$ cat src/hw/rsar_pkg.sv
package rsar_pkg;

  localparam int ADDR_W = 8;
  localparam int DATA_W = 32;
  localparam int STRB_W = DATA_W / 8;
  localparam int NFLAG  = 4;

  // ----------------------------------------------------------------------
  // Register offsets
  // ----------------------------------------------------------------------
  localparam logic [ADDR_W-1:0] OFS_RANGE    = 8'h14;
  localparam logic [ADDR_W-1:0] OFS_ALARM    = 8'h20;
  localparam logic [ADDR_W-1:0] OFS_FRAME    = 8'h30;
  localparam logic [ADDR_W-1:0] OFS_IRQ_STAT = 8'h34;
  localparam logic [ADDR_W-1:0] OFS_IRQ_MASK = 8'h38;
  localparam logic [1:0]        WORD_MASK    = 2'h3;

  // ----------------------------------------------------------------------
  // Field positions and reset values
  // ----------------------------------------------------------------------
  localparam int RANGE_LSB   = 0;
  localparam int RANGE_W     = 4;
  localparam int REF_OFF_BIT = 6;
  localparam int ACT_SUP_LSB = 14;
  localparam int ACT_IN_LSB  = 10;
  localparam int TRP_LSB     = 4;
  localparam int ANY_BIT     = 0;
  localparam int FRM_SPAN_BIT = 8;
  localparam int FRM_IN_LSB   = 10;
  localparam int INCL_HIGH    = 0;
  localparam int INCL_LOW     = 1;
  localparam int FLAG_LSB     = 0;
  localparam logic [RANGE_W-1:0] RANGE_RESET = 4'h0;

  // ----------------------------------------------------------------------
  // Range codes and span scales
  // ----------------------------------------------------------------------
  localparam logic [RANGE_W-1:0] CODE_BI_3P0    = 4'h0;
  localparam logic [RANGE_W-1:0] CODE_BI_2P5    = 4'h1;
  localparam logic [RANGE_W-1:0] CODE_BI_1P5    = 4'h2;
  localparam logic [RANGE_W-1:0] CODE_BI_1P25   = 4'h3;
  localparam logic [RANGE_W-1:0] CODE_BI_0P625  = 4'h4;
  localparam logic [RANGE_W-1:0] CODE_UNI_3P0   = 4'h8;
  localparam logic [RANGE_W-1:0] CODE_UNI_2P5   = 4'h9;
  localparam logic [RANGE_W-1:0] CODE_UNI_1P5   = 4'ha;
  localparam logic [RANGE_W-1:0] CODE_UNI_1P25  = 4'hb;

  typedef enum logic [2:0] {
    SCALE_3P0,
    SCALE_2P5,
    SCALE_1P5,
    SCALE_1P25,
    SCALE_0P625
  } rsar_scale_t;

  localparam logic [1:0] RESP_OKAY   = 2'h0;
  localparam logic [1:0] RESP_SLVERR = 2'h2;

  // ----------------------------------------------------------------------
  // Carriers
  // ----------------------------------------------------------------------
  typedef struct packed {
    logic supply_low;
    logic supply_high;
    logic input_low;
    logic input_high;
  } rsar_limit_t;

  typedef struct packed {
    logic                 span_en;
    logic [RANGE_W-1:0]   span;
    logic                 in_high_en;
    logic                 in_high;
    logic                 in_low_en;
    logic                 in_low;
  } rsar_frame_t;

endpackage

$ cat src/hw/rsar_sticky.sv
`timescale 1ns/1ps
`default_nettype none
module rsar_sticky #(
  parameter int W = 4
) (
  input  wire logic         core_clk_i,
  input  wire logic         rst_n_i,
  input  wire logic [W-1:0] set_i,
  input  wire logic [W-1:0] clr_i,
  output logic      [W-1:0] flag_o
);
  import rsar_pkg::*;

  typedef struct packed {
    logic [W-1:0] flag;
  } rsar_sticky_t;

  rsar_sticky_t s;
  rsar_sticky_t next_s;

  // A set arriving with a clear keeps the flag.
  always_comb begin
    next_s      = s;
    next_s.flag = (s.flag & ~clr_i) | set_i;
  end

  always_ff @(posedge core_clk_i or negedge rst_n_i) begin
    if (!rst_n_i) begin
      s <= '0;
    end else begin
      s <= next_s;
    end
  end

  assign flag_o = s.flag;

  set_wins_a: assert property (@(posedge core_clk_i) disable iff (!rst_n_i)
    (set_i != '0) |=> ((flag_o & $past(set_i)) == $past(set_i)))
    else $error("sticky flag lost a set");
endmodule
`default_nettype wire

$ cat src/hw/rsar_regs.sv
`timescale 1ns/1ps
`default_nettype none
module rsar_regs (
  input  wire logic                            core_clk_i,
  input  wire logic                            rst_n_i,
  input  wire logic                            app_reset_i,
  input  wire rsar_pkg::rsar_limit_t           limit_i,
  input  wire logic                            s_axi_awvalid,
  output logic                                 s_axi_awready,
  input  wire logic [rsar_pkg::ADDR_W-1:0]     s_axi_awaddr,
  input  wire logic                            s_axi_wvalid,
  output logic                                 s_axi_wready,
  input  wire logic [rsar_pkg::DATA_W-1:0]     s_axi_wdata,
  input  wire logic [rsar_pkg::STRB_W-1:0]     s_axi_wstrb,
  output logic                                 s_axi_bvalid,
  input  wire logic                            s_axi_bready,
  output logic      [1:0]                      s_axi_bresp,
  input  wire logic                            s_axi_arvalid,
  output logic                                 s_axi_arready,
  input  wire logic [rsar_pkg::ADDR_W-1:0]     s_axi_araddr,
  output logic                                 s_axi_rvalid,
  input  wire logic                            s_axi_rready,
  output logic      [rsar_pkg::DATA_W-1:0]     s_axi_rdata,
  output logic      [1:0]                      s_axi_rresp,
  output logic      [rsar_pkg::RANGE_W-1:0]    range_code_o,
  output logic                                 onchip_reference_off_o,
  output logic                                 span_bipolar_o,
  output rsar_pkg::rsar_scale_t                span_scale_o,
  output logic                                 range_valid_o,
  output rsar_pkg::rsar_frame_t                frame_extra_o,
  output logic                                 irq_o
);
  import rsar_pkg::*;

  // ----------------------------------------------------------------------
  // State
  // ----------------------------------------------------------------------
  typedef struct packed {
    logic                 aw_full;
    logic [ADDR_W-1:0]    aw_addr;
    logic                 w_full;
    logic [DATA_W-1:0]    w_data;
    logic [STRB_W-1:0]    w_strb;
    logic                 awready;
    logic                 wready;
    logic                 bvalid;
    logic [1:0]           bresp;
    logic                 arready;
    logic                 rvalid;
    logic [DATA_W-1:0]    rdata;
    logic [1:0]           rresp;
    logic [ADDR_W-1:0]    r_addr;
    logic [RANGE_W-1:0]   range;
    logic                 ref_off;
    logic                 span_incl;
    logic [1:0]           in_incl;
    rsar_limit_t          active;
    logic [NFLAG-1:0]     mask;
    logic                 irq;
    logic                 bipolar;
    rsar_scale_t          scale;
    logic                 range_ok;
    rsar_frame_t          frame;
  } rsar_state_t;

  rsar_state_t      s;
  rsar_state_t      next_s;
  logic             wr_fire;
  logic             rd_fire;
  logic             wr_range;
  logic             rd_alarm;
  logic [NFLAG-1:0] trip;
  logic [NFLAG-1:0] trip_clr;
  logic [NFLAG-1:0] irq_stat;
  logic [NFLAG-1:0] irq_set;
  logic [NFLAG-1:0] irq_clr;

  function automatic logic [ADDR_W-1:0] word_of(input logic [ADDR_W-1:0] a);
    word_of = {a[ADDR_W-1:2], 2'h0};
  endfunction

  function automatic logic mapped(input logic [ADDR_W-1:0] a);
    logic [ADDR_W-1:0] w;
    w      = word_of(a);
    mapped = (w == OFS_RANGE) || (w == OFS_ALARM) || (w == OFS_FRAME) ||
             (w == OFS_IRQ_STAT) || (w == OFS_IRQ_MASK);
  endfunction

  // ----------------------------------------------------------------------
  // Sticky flags
  // ----------------------------------------------------------------------
  rsar_sticky #(.W(NFLAG)) u_trip (
    .core_clk_i (core_clk_i),
    .rst_n_i    (rst_n_i),
    .set_i      (s.active),
    .clr_i      (trip_clr),
    .flag_o     (trip)
  );

  rsar_sticky #(.W(NFLAG)) u_irq (
    .core_clk_i (core_clk_i),
    .rst_n_i    (rst_n_i),
    .set_i      (irq_set),
    .clr_i      (irq_clr),
    .flag_o     (irq_stat)
  );

  // ----------------------------------------------------------------------
  // Next state
  // ----------------------------------------------------------------------
  always_comb begin
    next_s   = s;
    wr_fire  = s.aw_full && s.w_full && !s.bvalid;
    rd_fire  = s_axi_arvalid && s.arready;
    wr_range = wr_fire && (word_of(s.aw_addr) == OFS_RANGE) && s.w_strb[0];
    rd_alarm = rd_fire && (word_of(s_axi_araddr) == OFS_ALARM);
    irq_clr  = '0;
    // A read of the alarm word releases the latched flags except those still active.
    trip_clr = {NFLAG{rd_alarm || app_reset_i}};
    irq_set  = limit_i & ~s.active;

    // Write channel: address and data are taken in either order.
    if (s_axi_awvalid && s.awready) begin
      next_s.aw_full = 1'b1;
      next_s.aw_addr = s_axi_awaddr;
    end
    if (s_axi_wvalid && s.wready) begin
      next_s.w_full = 1'b1;
      next_s.w_data = s_axi_wdata;
      next_s.w_strb = s_axi_wstrb;
    end
    if (s.bvalid && s_axi_bready) begin
      next_s.bvalid = 1'b0;
    end
    if (wr_fire) begin
      next_s.aw_full = 1'b0;
      next_s.w_full  = 1'b0;
      next_s.bvalid  = 1'b1;
      next_s.bresp   = mapped(s.aw_addr) ? RESP_OKAY : RESP_SLVERR;
      if (wr_range) begin
        next_s.range   = s.w_data[RANGE_LSB +: RANGE_W];
        next_s.ref_off = s.w_data[REF_OFF_BIT];
      end
      if (word_of(s.aw_addr) == OFS_FRAME && s.w_strb[1]) begin
        next_s.span_incl = s.w_data[FRM_SPAN_BIT];
        next_s.in_incl   = s.w_data[FRM_IN_LSB +: 2];
      end
      if (word_of(s.aw_addr) == OFS_IRQ_MASK && s.w_strb[0]) begin
        next_s.mask = s.w_data[FLAG_LSB +: NFLAG];
      end
      if (word_of(s.aw_addr) == OFS_IRQ_STAT && s.w_strb[0]) begin
        irq_clr = s.w_data[FLAG_LSB +: NFLAG];
      end
      // The alarm word and all reserved bits ignore writes.
    end
    next_s.awready = !next_s.aw_full;
    next_s.wready  = !next_s.w_full;

    // Read channel: one read at a time, answered the cycle after it is taken.
    if (s.rvalid && s_axi_rready) begin
      next_s.rvalid  = 1'b0;
      next_s.arready = 1'b1;
    end
    if (rd_fire) begin
      next_s.arready = 1'b0;
      next_s.rvalid  = 1'b1;
      next_s.r_addr  = s_axi_araddr;
      next_s.rresp   = mapped(s_axi_araddr) ? RESP_OKAY : RESP_SLVERR;
      next_s.rdata   = '0;
      case (word_of(s_axi_araddr))
        OFS_RANGE: begin
          next_s.rdata[RANGE_LSB +: RANGE_W] = s.range;
          next_s.rdata[REF_OFF_BIT]          = s.ref_off;
        end
        OFS_ALARM: begin
          next_s.rdata[ACT_SUP_LSB +: 2] = {s.active.supply_low, s.active.supply_high};
          next_s.rdata[ACT_IN_LSB +: 2]  = {s.active.input_low, s.active.input_high};
          next_s.rdata[TRP_LSB +: NFLAG] = trip;
          next_s.rdata[ANY_BIT]          = |trip;
        end
        OFS_FRAME: begin
          next_s.rdata[FRM_SPAN_BIT]    = s.span_incl;
          next_s.rdata[FRM_IN_LSB +: 2] = s.in_incl;
        end
        OFS_IRQ_STAT: begin
          next_s.rdata[FLAG_LSB +: NFLAG] = irq_stat;
        end
        OFS_IRQ_MASK: begin
          next_s.rdata[FLAG_LSB +: NFLAG] = s.mask;
        end
        default: begin
          next_s.rdata = '0;
        end
      endcase
    end

    // Application reset returns controls to defaults but keeps the range.
    if (app_reset_i) begin
      next_s.ref_off   = 1'b0;
      next_s.span_incl = 1'b0;
      next_s.in_incl   = '0;
      next_s.mask      = '0;
      irq_clr          = '1;
    end

    // Comparator levels are sampled every cycle.
    next_s.active = limit_i;
    next_s.irq    = |(irq_stat & next_s.mask);

    // Span decode of the code that will be held.
    next_s.bipolar  = 1'b0;
    next_s.scale    = SCALE_3P0;
    next_s.range_ok = 1'b1;
    case (next_s.range)
      CODE_BI_3P0: begin
        next_s.bipolar = 1'b1;
        next_s.scale   = SCALE_3P0;
      end
      CODE_BI_2P5: begin
        next_s.bipolar = 1'b1;
        next_s.scale   = SCALE_2P5;
      end
      CODE_BI_1P5: begin
        next_s.bipolar = 1'b1;
        next_s.scale   = SCALE_1P5;
      end
      CODE_BI_1P25: begin
        next_s.bipolar = 1'b1;
        next_s.scale   = SCALE_1P25;
      end
      CODE_BI_0P625: begin
        next_s.bipolar = 1'b1;
        next_s.scale   = SCALE_0P625;
      end
      CODE_UNI_3P0: begin
        next_s.scale = SCALE_3P0;
      end
      CODE_UNI_2P5: begin
        next_s.scale = SCALE_2P5;
      end
      CODE_UNI_1P5: begin
        next_s.scale = SCALE_1P5;
      end
      CODE_UNI_1P25: begin
        next_s.scale = SCALE_1P25;
      end
      default: begin
        next_s.range_ok = 1'b0;
      end
    endcase

    // Extra fields for each serial output frame.
    next_s.frame.span_en    = next_s.span_incl;
    next_s.frame.span       = next_s.span_incl ? next_s.range : RANGE_RESET;
    next_s.frame.in_high_en = next_s.in_incl[INCL_HIGH];
    next_s.frame.in_high    = next_s.in_incl[INCL_HIGH] && limit_i.input_high;
    next_s.frame.in_low_en  = next_s.in_incl[INCL_LOW];
    next_s.frame.in_low     = next_s.in_incl[INCL_LOW] && limit_i.input_low;
  end

  // ----------------------------------------------------------------------
  // Registers
  // ----------------------------------------------------------------------
  always_ff @(posedge core_clk_i or negedge rst_n_i) begin
    if (!rst_n_i) begin
      s         <= '0;
      s.range   <= RANGE_RESET;
      s.awready <= 1'b1;
      s.wready  <= 1'b1;
      s.arready <= 1'b1;
      s.range_ok <= 1'b1;
      s.bipolar <= 1'b1;
    end else begin
      s <= next_s;
    end
  end

  assign s_axi_awready          = s.awready;
  assign s_axi_wready           = s.wready;
  assign s_axi_bvalid           = s.bvalid;
  assign s_axi_bresp            = s.bresp;
  assign s_axi_arready          = s.arready;
  assign s_axi_rvalid           = s.rvalid;
  assign s_axi_rdata            = s.rdata;
  assign s_axi_rresp            = s.rresp;
  assign range_code_o           = s.range;
  assign onchip_reference_off_o = s.ref_off;
  assign span_bipolar_o         = s.bipolar;
  assign span_scale_o           = s.scale;
  assign range_valid_o          = s.range_ok;
  assign frame_extra_o          = s.frame;
  assign irq_o                  = s.irq;

  // ----------------------------------------------------------------------
  // Checks
  // ----------------------------------------------------------------------
  range_write_a: assert property (@(posedge core_clk_i) disable iff (!rst_n_i)
    wr_range |=> range_code_o == $past(s.w_data[RANGE_LSB +: RANGE_W]))
    else $error("range code not taken from write");

  range_keep_a: assert property (@(posedge core_clk_i) disable iff (!rst_n_i)
    !wr_range |=> $stable(range_code_o))
    else $error("range code moved without a write");

  ref_write_a: assert property (@(posedge core_clk_i) disable iff (!rst_n_i)
    (wr_range && !app_reset_i) |=> onchip_reference_off_o == $past(s.w_data[REF_OFF_BIT]))
    else $error("reference control not taken from write");

  span_decode_a: assert property (@(posedge core_clk_i) disable iff (!rst_n_i)
    (range_code_o == CODE_BI_0P625) |-> (span_bipolar_o && span_scale_o == SCALE_0P625))
    else $error("bipolar span decode wrong");

  uni_decode_a: assert property (@(posedge core_clk_i) disable iff (!rst_n_i)
    (range_code_o == CODE_UNI_1P25) |-> (!span_bipolar_o && span_scale_o == SCALE_1P25))
    else $error("unipolar span decode wrong");

  range_rsvd_a: assert property (@(posedge core_clk_i) disable iff (!rst_n_i)
    (s_axi_rvalid && word_of(s.r_addr) == OFS_RANGE) |->
      (s_axi_rdata[DATA_W-1:REF_OFF_BIT+1] == '0 && s_axi_rdata[5:4] == 2'h0))
    else $error("reserved range bits read nonzero");

  alarm_summary_a: assert property (@(posedge core_clk_i) disable iff (!rst_n_i)
    (s_axi_rvalid && word_of(s.r_addr) == OFS_ALARM) |->
      (s_axi_rdata[ANY_BIT] == |s_axi_rdata[TRP_LSB +: NFLAG] &&
       s_axi_rdata[3:1] == 3'h0 && s_axi_rdata[DATA_W-1:16] == '0))
    else $error("summary flag or reserved alarm bits wrong");

  active_follow_a: assert property (@(posedge core_clk_i) disable iff (!rst_n_i)
    rd_alarm |=> s_axi_rdata[ACT_SUP_LSB +: 2] == $past({limit_i.supply_low, limit_i.supply_high}, 2))
    else $error("active supply flags stale");

  trip_latch_a: assert property (@(posedge core_clk_i) disable iff (!rst_n_i)
    (limit_i.input_high && !app_reset_i) ##1 !app_reset_i |=> trip[FLAG_LSB])
    else $error("input high event not latched");

  trip_clear_a: assert property (@(posedge core_clk_i) disable iff (!rst_n_i)
    (rd_alarm && s.active == '0) |=> trip == '0)
    else $error("alarm read did not release flags");

  frame_span_a: assert property (@(posedge core_clk_i) disable iff (!rst_n_i)
    frame_extra_o.span_en |-> frame_extra_o.span == range_code_o)
    else $error("frame span code mismatch");
endmodule
`default_nettype wire

$ cat config.mk
export PLATFORM = sky130hd
export DESIGN_NAME = rsar_regs
export DESIGN_NICKNAME = d
export VERILOG_FILES = /design/src/hw/rsar_pkg.sv /design/src/hw/rsar_sticky.sv /design/src/hw/rsar_regs.sv
export SDC_FILE = /design/constraint.sdc
export NUM_CORES = 1
export LEC_CHECK = 0
export ABC_CLOCK_PERIOD_IN_PS = 2500
export BUFFER_PORTS_ARGS = -buffer_cell sky130_fd_sc_hd__buf_2
export CAP_MARGIN = 20
export CORE_ASPECT_RATIO = 1.1
export CORE_MARGIN = 5
export CORE_UTILIZATION = 40
export CTS_CLUSTER_DIAMETER = 40
export DETAILED_ROUTE_END_ITERATION = 6
export MAX_ROUTING_LAYER = met4
export PLACE_DENSITY = 0.66
export SLEW_MARGIN = 20
export SYNTH_ARGS = -nofsm -noshare
export SYNTH_HDL_FRONTEND = slang
export SYNTH_SLANG_ARGS = --single-unit
$ cat constraint.sdc
create_clock -name core_clk_i -period 2.5 [get_ports core_clk_i]
set_input_delay 0.5 -clock core_clk_i [delete_from_list [all_inputs] [get_ports core_clk_i]]
set_output_delay 0.5 -clock core_clk_i [all_outputs]
set_load 0.02 [all_outputs]
# Word level (Yosys, flattened, before mapping)
# Index checks and enable logic that the tools add are counted.
[word_totals] regBits=114 elab_cells=133 out_inout_bits=61 inputBits=64
[classes] muxes=32 n_eq_ne=18 bitwise_logic=9 n_reduce_logical=40
[ops] op="$eq 6x4->1 const B" count=8
[ops] op="$mux 44" count=1
[ops] op="$mux 37" count=1
[ops] op="$mux 4" count=8
[ops] op="$and 4x4->4" count=4
[ops] op="$eq 4x4->1 const B" count=4
[ops] op="$logic_and 1x1->1" count=15
[ops] op="$eq 6x3->1 const B" count=2
[ops] op="$not 4->4" count=3
[ops] op="$pmux 3 s4" count=1
[ops] op="$mux 2" count=5
[ops] op="$logic_or 1x1->1" count=9
[ops] op="$mux 9" count=1
[ops] op="$pmux 3 s3" count=1
[ops] op="$reduce_or 9->1" count=1
[ops] op="$eq 4x2->1 const B" count=2
[ops] op="$mux 8" count=1
[ops] op="$or 4x4->4" count=2
[ops] op="$reduce_bool 2->1" count=4
[ops] op="$reduce_or 4->1" count=2
[ops] op="$mux 1" count=7
[ops] op="$mux 3" count=2
[ops] op="$reduce_or 2->1" count=3
[ops] op="$mux 5" count=1
[ops] op="9 further kinds" count=11

# Depth between registers and ports, before layout
# Gate-level depths: netlist (run 1).
[depth] depth_word=9 depth_mapped=6 mapped_depth_nobuf=4

# By module
# A second synthesis (run 1) with hierarchy kept.
[unflattened] cells_unflattened=309 area_unflattened_um2=3495.9
[by_module_without_submodules] mod="rsar_regs" seq_area_each_um2=1657.8 area_each_um2=3205.6 instances=1 cells_each=285
[by_module_without_submodules] mod="rsar_sticky" seq_area_each_um2=100.1 area_each_um2=145.1 instances=2 cells_each=12

# Worst setup path before layout (run 1)
# Ideal clock, no wire load.
[synth_path] path_kind="register to register" startpoint="register s, in the netlist s_axi_bvalid" endpoint="register s, in the netlist frame_extra_o[4]" t_arrival_ps=1623 required_ps=2375 setup_ps=125 period_less_slack_ps=1747 slack_ps=753 n_path_buf=1 stages_incl_launch_ff=6 cell_sequence="dfrtp_1 > nand3b_4 > or4_4 > buf_6 > mux2i_4 > nor2b_1"
[synth_rtl] element="start: declaration" line="rsar_regs.sv:66" rtl="rsar_state_t s;"
[synth_rtl] element="start signal: assignment" line="rsar_regs.sv:274" rtl="s <= next_s;"

==> results of run 1 <==
-- sequential cells by signal, indices dropped and copies added, names as in the netlist, 3 cells and up --
name	count
s	27
s_axi_rdata	13
span_scale_o	3
u_trip.flag_o	4
range_code_o	4
frame_extra_o	8
u_irq.flag_o	4
-- logic make-up after synthesis --
kind of cell | Yosys count
AOI/OAI and AO/OA | 49
buffers and inverters | 78
DFF | 74
muxes | 36
other | 1
and+or+nand+nor | 67
-- cells in the mapped netlist, types with 2 or more instances --
library cell / instances
nand3_1: 2
o21ai_0: 17
dfstp_2: 5
nor3_1: 5
a2bb2oi_1: 4
a22oi_1: 2
nor2b_1: 8
mux2i_1: 15
a22o_1: 6
inv_1: 15
mux2_2: 20
buf_6: 2
clkbuf_1: 6
nand2b_1: 5
buf_2: 2
nor4_4: 2
o31ai_1: 2
nand2_1: 16
dfrtp_1: 69
nor4_1: 4
a21o_1: 4
nand3b_1: 5
a211o_1: 4
nor2_1: 11
a21oi_1: 4
or3b_2: 2
buf_4: 52
-- metal layers --
layer | track usage, % | vias up | share of wire (%)
met5 | - | - | 0
met4 | 4.98 | 0 | 1.1
met3 | 3.10 | 8 | 4.8
met2 | 23.0 | 73 | 51
met1 | 17.1 | 1114 | 43
li1 | - | 1070 | -
-- power groups by stage --
stage	logic, W	registers [W]	clock network (W)
after detailed placement	0.000838	0.00173	0
after CTS	0.000840	0.00171	0.000934
after global placement	0.000815	0.00172	0
after floorplan	0.000718	0.00168	0
after global routing	0.000911	0.00175	0.000981
final	0.000827	0.00171	0.000904
-- worst max-delay path by stage --
stage | cells after the start | slack, ps | endpoint
detailed placement | 4 | 540 | frame_extra_o[7]$_DFF_PN0_
CTS | 4 | 510 | frame_extra_o[7]$_DFF_PN0_
global placement | 4 | 580 | frame_extra_o[4]$_DFF_PN0_
global route | 4 | 410 | frame_extra_o[7]$_DFF_PN0_
floorplan | 5 | 750 | frame_extra_o[4]$_DFF_PN0_
finish | 4 | 550 | frame_extra_o[7]$_DFF_PN0_
-- area by class of cell --
cell class	instances	area (um^2)
Clock inverter	5	55.1
Clock buffer	10	138
Tap cell	114	143
Inverter	15	56.3
Sequential cell	74	1860
Timing Repair Buffer	79	423
Multi-Input combinational cell	173	1230
Fill cell	859	4830
-- worst reg2reg max path, delay by kind of cell (launching register included) --
family / cells / cell delay (ps)
mux: 1 / 420
flops: 1 / 380
simple gates: 3 / 1040
-- metrics by stage --
step / utilization, % / instances / hold slack [ps] / power [W]
2_1_floorplan: - / 325 / 204 / 0.00240
3_3_place_gp: 42.5 / 455 / 459 / 0.00254
3_5_place_dp: 42.5 / 455 / 465 / 0.00257
4_1_cts: 44.7 / 470 / 144 / 0.00349
5_1_grt: 44.7 / 470 / 175 / 0.00364
6_report: 44.7 / 470 / 136 / 0.00344
==> qor.yml, run 1 <==
yosys:
  yosysTopAreaCell: "dfrtp_1"
  yosys.area_share.simple_pct: 11.7
  async_flop_share_pct: 100
  muxShareOfSynthArea_pct: 11.3
  synth-warning-count: 0
  synth_top_family_by_area: "buffers and inverters"
  avgSynthCellArea_um2: 11.5
  synthAdderAreaFrac_pct: 0
  synthCells: 305
  syn_area_um2: 3520
  synth_area_leaders: "dfrtp_1, buf_4, mux2_2, mux2i_1, dfstp_2"
  synth_edf_count: 0
  ys.flop_type: "dfrtp_1"
  seq_area_frac_synth_pct: 52.8
  synth_top_area_share_pct: 49.1
  synth-xor-area-share_pct: 0
  ys_seq_elements: 74
  ys_types: 43
  synth_compound_gate_area_share_pct: 9.70
critical_path:
  timing.critical_path.cells: "or2_1 -> nor4_4 -> mux2_2 -> nor2b_1"
  reg2reg_from: "s[124]$_DFFE_PN0P_"
  rr_worst_depth: 4
  critPathLaunch: "s[124]$_DFFE_PN0P_"
  reg2reg_slack_ps: 550
  endpoint_kind: "flop"
  critical_path_buf_inv_count: 0
  path_class: "flop to flop"
  rr_endpoint: "frame_extra_o[7]$_DFF_PN0_"
  crit_family: "simple AND/OR/NAND/NOR gates"
  crit_fanout: 11
  startpoint_type: "flop"
  cpPeakStageDelay_ps: 560
  crit_required_ps: 2720
  crit_arrival_ps: 2180
  crit_slowest_cell: "nor4_4"
global_routing:
  antenna_found_initial: 0
  grt_overflow: 0
  grt_pass1_wl_mm: 11.5
  grt_max_degree: 53
  grt_pass1_vias: 2306
  grt_use_total_pct: 14.0
clock_tree:
  cts_setup_buffers: 0
  insertion_delay_ps: 340
  ctsHoldBuffers: 0
  cts_made_buffers: 9
  root_buffer: "clkbuf_8"
  cts_buffer_depth: 2
  cts_resized: 0
  htree_levels: 3
  cts_sinks: 74
  clkTransAtPathRegs_ps: 80
  cts_tree: "yes"
sta:
  fin_ws_ps: 548
  hold_viol: 0
  final-max-slew-violation-count: 0
  slew_headroom_pct: 59.8
  setup_viol: 0
  fin_crit_ps: 1950
  fmax_ghz: 0.512
  clock_skew_ps: 6.38
  rsz0062_at_grt: "false"
  finalCritPeriodShare_pct: 78.1
  tightest_slew_ps: 598
  finalSetupTns_ps: 0
floorplanning:
  die_area_um2: 10800
  coreArea_um2: 8740
  start_util_pct: 40.3
  die_w_um: 99.4
  die_h_um: 108
  ioPinCount: 125
  num_rows: 36
pwr:
  pwr-share-clk_pct: 26.3
  swShare_pct: 32.6
  peakVddDrop_v: 0.000534
  p_int_w: 0.00232
  switchingPower_w: 0.00112
  power-per-cell-area_nw_per_um2: 881
  power_frac_comb_pct: 24.1
  pwr-share-seq_pct: 49.7
  power_leakage_nw: 1.93
drt:
  firstDrtPassIters: 5
  vias_per_cell: 4.82
  drtIter0Drc: 72
  antenna_left: 0
  drc: 0
  wl_per_cell_um: 14.9
  vias: 2265
  drt_wl_total_mm: 6.99
finish:
  final_cell_area_um2: 3900
  final_common_cell: "buf_2"
  diodes: 0
  syn2layout_area_growth_pct: 10.9
  final_cell_mix: "buf_2, dfrtp_1, conb_1"
  drive_gt1_share_pct: 35.7
  nNetsFinal: 416
placement:
  finalWeightedCongestion: 0.810
  hpwlAfterDp_mm: 5.34
  dpl_cell_area_um2: 3710
  place_ws_ps: 538
  io_buffers: 73
job:
  maxCapViolations: 0
outcome:
  status: "completed"
min_path:
  hold_path_class: "primary input to asynchronous set/reset pin"
No activity file was read; power rests on OpenSTA's default activity.
==> run 2: changes to the inputs <==
Settings changed: ABC_CLOCK_PERIOD_IN_PS 2500 to 2000.
Clock period 2.5 ns to 2 ns, I/O delays scaled along.
==> run 2 against run 1 <==
Compared with the run above:
- die area stayed put
- flip-flop and latch count stayed put
- design area rose by 1.2%
- register-to-register slack worse by 360 ps
- setup slack got worse by 360 ps
==> qor.yml, run 2 (synthesis gave the netlist of run 1 again) <==
critical_path:
  path_class: "flop to flop"
  critPathLaunch: "s[124]$_DFFE_PN0P_"
  crit_arrival_ps: 2040
  startpoint_type: "flop"
  crit_fanout: 5
  crit_required_ps: 2220
  endpoint_kind: "flop"
  reg2reg_from: "s[124]$_DFFE_PN0P_"
clock_tree:
  cts_setup_buffers: 0
  cts_sinks: 74
  htree_levels: 3
  ctsHoldBuffers: 0
  cts_buffer_depth: 2
  cts_tree: "yes"
  cts_made_buffers: 9
  insertion_delay_ps: 340
  cts_resized: 0
  clkTransAtPathRegs_ps: 80
  root_buffer: "clkbuf_8"
finish:
  final_cell_mix: "buf_2, dfrtp_1, conb_1"
  final_common_cell: "buf_2"
  drive_gt1_share_pct: 35.8
  top_register: "s"
  diodes: 0
  syn2layout_area_growth_pct: 12.2
  final_core_util_pct: 45.2
  largest_reg_flops: 27
  nNetsFinal: 417
global_routing:
  grt_overflow: 0
  grt_use_total_pct: 14.0
  antenna_found_initial: 0
  grt_max_degree: 75
  grt_pass1_vias: 2280
  grt_pass1_wl_mm: 11.5
outcome:
  status: "completed"
sta:
  finalSetupTns_ps: 0
  rsz0062_at_grt: "false"
  setup_viol: 0
  fmax_ghz: 0.551
  tightest_slew_ps: 537
  fin_crit_ps: 1810
  slew_headroom_pct: 63.9
  clock_skew_ps: 8.41
  hold_viol: 0
  finalCritPeriodShare_pct: 90.7
  whs_ps: 80.6
  final-max-slew-violation-count: 0
drt:
  antenna_left: 0
  vias_per_cell: 4.74
  wl_met3_um: 370
  firstDrtPassIters: 4
  top_layer_used: "met4"
  drc: 0
  wl_per_cell_um: 14.8
  drtIter0Drc: 151
  vias: 2238
  drt_wl_total_mm: 6.98
  wl_met1_mm: 3.09
  wl_met2_mm: 3.40
pwr:
  total_power_w: 0.00447
  swShare_pct: 31.9
  switchingPower_w: 0.00143
  pwr-share-seq_pct: 47.5
  peakVddDrop_v: 0.000661
  pwr-share-clk_pct: 28.7
  p_int_w: 0.00304
  power-per-cell-area_nw_per_um2: 1130
  power_frac_comb_pct: 23.7
  power_leakage_nw: 1.96
job:
  maxCapViolations: 0
floorplanning:
  coreArea_um2: 8740
  die_w_um: 99.4
  ioPinCount: 125
  start_util_pct: 40.3
  die_h_um: 108
  num_rows: 36
  die_area_um2: 10800
placement:
  io_buffers: 73
  finalWeightedCongestion: 0.837
  hpwlAfterDp_mm: 5.16
min_path:
  hold_path_class: "primary input to asynchronous set/reset pin"
-- run 2: cell type report --
type	instances	area, um^2
timing repair buffer	80	443
clock inverter	5	77.6
tap	114	143
inverter	15	56.3
clock buffer	11	141
fill	860	4790
multi-input combinational	173	1230
sequential	74	1860
-- run 2: layer usage --
layer  GRT usage, %  up-vias
li1               -     1066
met1           17.8     1086
met2           21.4       73
met3           3.81       13
met4           5.27        0
met5              -        -
-- run 2: worst max-delay path: stages (launching register included) --
cell and delay (ps):
dfrtp_1 380, or2_1 340, or4_4 610, mux2i_4 280, nor2b_1 80
-- run 2: per-stage QoR --
step	worst slack [ps]	std cells	cell area (um^2)
after floorplan	253	325	3590
after global placement	207	456	3730
after detailed placement	178	456	3730
after CTS	161	472	3950
after global routing	89.2	472	3950
final	186	472	3950
-- run 2: power groups by stage --
stage	clock network, W	registers (W)	logic [W]
after floorplan	0	0.00211	0.000897
after global placement	0	0.00214	0.00105
after detailed placement	0	0.00216	0.00107
after CTS	0.00131	0.00213	0.00108
after global routing	0.00139	0.00218	0.00117
final	0.00129	0.00213	0.00106
-- run 2: final timing paths --
kind | to | slack, ps | cells after the start
worst max-delay path | frame_extra_o[7]$_DFF_PN0_ | 190 | 4
worst min-delay path | s_axi_rdata[14]$_DFFE_PN0P_ | 80 | 2
worst max register to register | frame_extra_o[7]$_DFF_PN0_ | 190 | 4
worst min register to register | u_irq.flag_o[0]$_DFF_PN0_ | 480 | 1
max in group asynchronous | span_bipolar_o$_DFF_PN1_ | 1580 | 2
min in group core_clk_i | s[22]$_DFF_PN0_ | 180 | 1
==> run 3: changes to the inputs <==
Settings changed: SETUP_SLACK_MARGIN set to 0.5.
==> run 3 against run 2 <==
Compared with the run above:
- non-clock buffer count increased by 18
- wire length increased by 5.3%
- flip-flop and latch count unchanged
- total power increased by 4.3%
- global-route usage increased by 0.37 points
- largest power group unchanged
- critical path depth increased by 1
- setup slack improved by 69 ps
- design area increased by 7.0%
- critical endpoint is now frame_extra_o[6]$_DFF_PN0_
- die area unchanged
- utilization increased by 3.2 points
- clock power decreased by 4%
==> qor.yml, run 3 (synthesis gave the netlist of run 1 again) <==
sta:
  tightest_slew_ps: 513
  fin_crit_ps: 1750
  hold_viol: 0
  finalSetupTns_ps: 0
  rsz0062_at_grt: "true"
  whs_ps: 17.3
  clock_skew_ps: 10.8
  slew_headroom_pct: 65.5
  fmax_ghz: 0.573
  final-max-slew-violation-count: 0
  fin_ws_ps: 255
  setup_viol: 0
  finalCritPeriodShare_pct: 87.3
drt:
  firstDrtPassIters: 5
  drtIter0Drc: 127
  drc: 0
  vias_per_cell: 4.76
  antenna_left: 0
  drt_wl_total_mm: 7.36
  wl_per_cell_um: 15.0
  vias: 2331
critical_path:
  crit_slowest_cell: "or4_4"
  timing.critical_path.cells: "nand3b_4 -> buf_6 -> or4_4 -> mux2i_4 -> nor2b_1"
  reg2reg_from: "s_axi_bvalid$_DFFE_PN0P_"
  path_class: "flop to flop"
  reg2reg_slack_ps: 250
  crit_required_ps: 2220
  cpPeakStageDelay_ps: 470
  endpoint: "frame_extra_o[6]$_DFF_PN0_"
  crit_family: "simple AND/OR/NAND/NOR gates"
  endpoint_kind: "flop"
  critical_path_buf_inv_count: 1
  rr_endpoint: "frame_extra_o[6]$_DFF_PN0_"
  startpoint_type: "flop"
  critPathLaunch: "s_axi_bvalid$_DFFE_PN0P_"
  rr_worst_depth: 5
  crit_fanout: 7
  crit_arrival_ps: 1960
  cp.depth: 5
clock_tree:
  htree_levels: 3
  cts_buffer_depth: 2
  ctsHoldBuffers: 0
  cts_sinks: 74
  root_buffer: "clkbuf_8"
  cts_made_buffers: 9
  insertion_delay_ps: 340
  cts_tree: "yes"
  clkTransAtPathRegs_ps: 80
placement:
  dp.cells: 456
  place_ws_ps: 187
  finalWeightedCongestion: 0.822
  hpwlAfterDp_mm: 5.36
  io_buffers: 73
global_routing:
  grt_pass1_vias: 2349
  antenna_found_initial: 0
  grt_use_total_pct: 14.4
  grt_max_degree: 38
  grt_overflow: 0
  grt_pass1_wl_mm: 11.8
finish:
  drive_gt1_share_pct: 42.6
  final_cell_mix: "buf_2, dfrtp_1, conb_1"
  syn2layout_area_growth_pct: 20.0
  largest_reg_flops: 27
  final_core_util_pct: 48.4
  final-seq-area_um2: 1860
  diodes: 0
  top_register: "s"
  final_common_cell: "buf_2"
  nNetsFinal: 435
  fin_cells: 490
  multi_input_area_um2: 1330
  num-fill-cells: 827
floorplanning:
  die_area_um2: 10800
  num_rows: 36
  die_h_um: 108
  coreArea_um2: 8740
  ioPinCount: 125
  start_util_pct: 40.3
  die_w_um: 99.4
job:
  maxCapViolations: 0
pwr:
  peakVddDrop_v: 0.000669
  power_leakage_nw: 2.09
  power-per-cell-area_nw_per_um2: 1100
min_path:
  hold_path_class: "primary input to asynchronous set/reset pin"
outcome:
  status: "completed"
## run 3: cell count changes in the layout (fill, tap and decap cells not counted), moves of 2 or more
cell / before / now
o21ai_0: 17 / 15
buf_4: 5 / 18
nand2_1: 16 / 13
mux2_4: 0 / 4
buf_6: 0 / 5
nor4_1: 4 / 2
or3b_2: 2 / 0
mux2_2: 20 / 16
nor2_1: 11 / 9
nand2_2: 0 / 2
or3b_4: 0 / 2
buf_2: 73 / 71
## run 3: worst min path at each step
stage | endpoint | slack, ps | cells after the start
2_1_floorplan | frame_extra_o[0]$_DFF_PN0_ | 100 | 0
3_3_place_gp | u_trip.flag_o[0]$_DFF_PN0_ | 400 | 1
3_5_place_dp | s[19]$_DFF_PN0_ | 400 | 1
4_1_cts | s[125]$_DFF_PN0_ | 30 | 1
5_1_grt | u_trip.flag_o[2]$_DFF_PN0_ | 40 | 1
6_report | u_trip.flag_o[2]$_DFF_PN0_ | 20 | 1
## run 3: area by class of cell
type	count	area share, %
clock buffers	11	3.11
clock inverters	5	1.87
inverters	15	1.33
multi-input cells	173	31.5
flip-flops and latches	74	44.0
well taps	114	3.38
repair buffers	98	14.8
## run 3: routing by layer
layer	part of all wire, %	track usage (%)
met5	0	-
met4	2.7	6.93
met3	3.9	2.84
met2	50	22.4
met1	44	17.9
## run 3: stage by stage
stage / instance area (um^2) / total power, W
after floorplan: 3630 / 0.00302
after global placement: 3760 / 0.00321
after detailed placement: 3760 / 0.00325
after CTS: 4080 / 0.00452
after global routing: 4230 / 0.00493
final: 4230 / 0.00467
## run 3: where the power goes
part	total [W]	internal (W)	switching, W
combinational	0.00129	0.000635	0.000658
sequential	0.00214	0.00183	0.000308
clock	0.00124	0.000702	0.000535
total	0.00467	0.00316	0.00150
## run 3: repair_timing
item	CTS	global route
buffers inserted	5	12
gates resized for setup	9	18
pin swaps	2	11
setup endpoints to repair	26	41
endpoints found under the hold margin	0	0
cloned	1	0
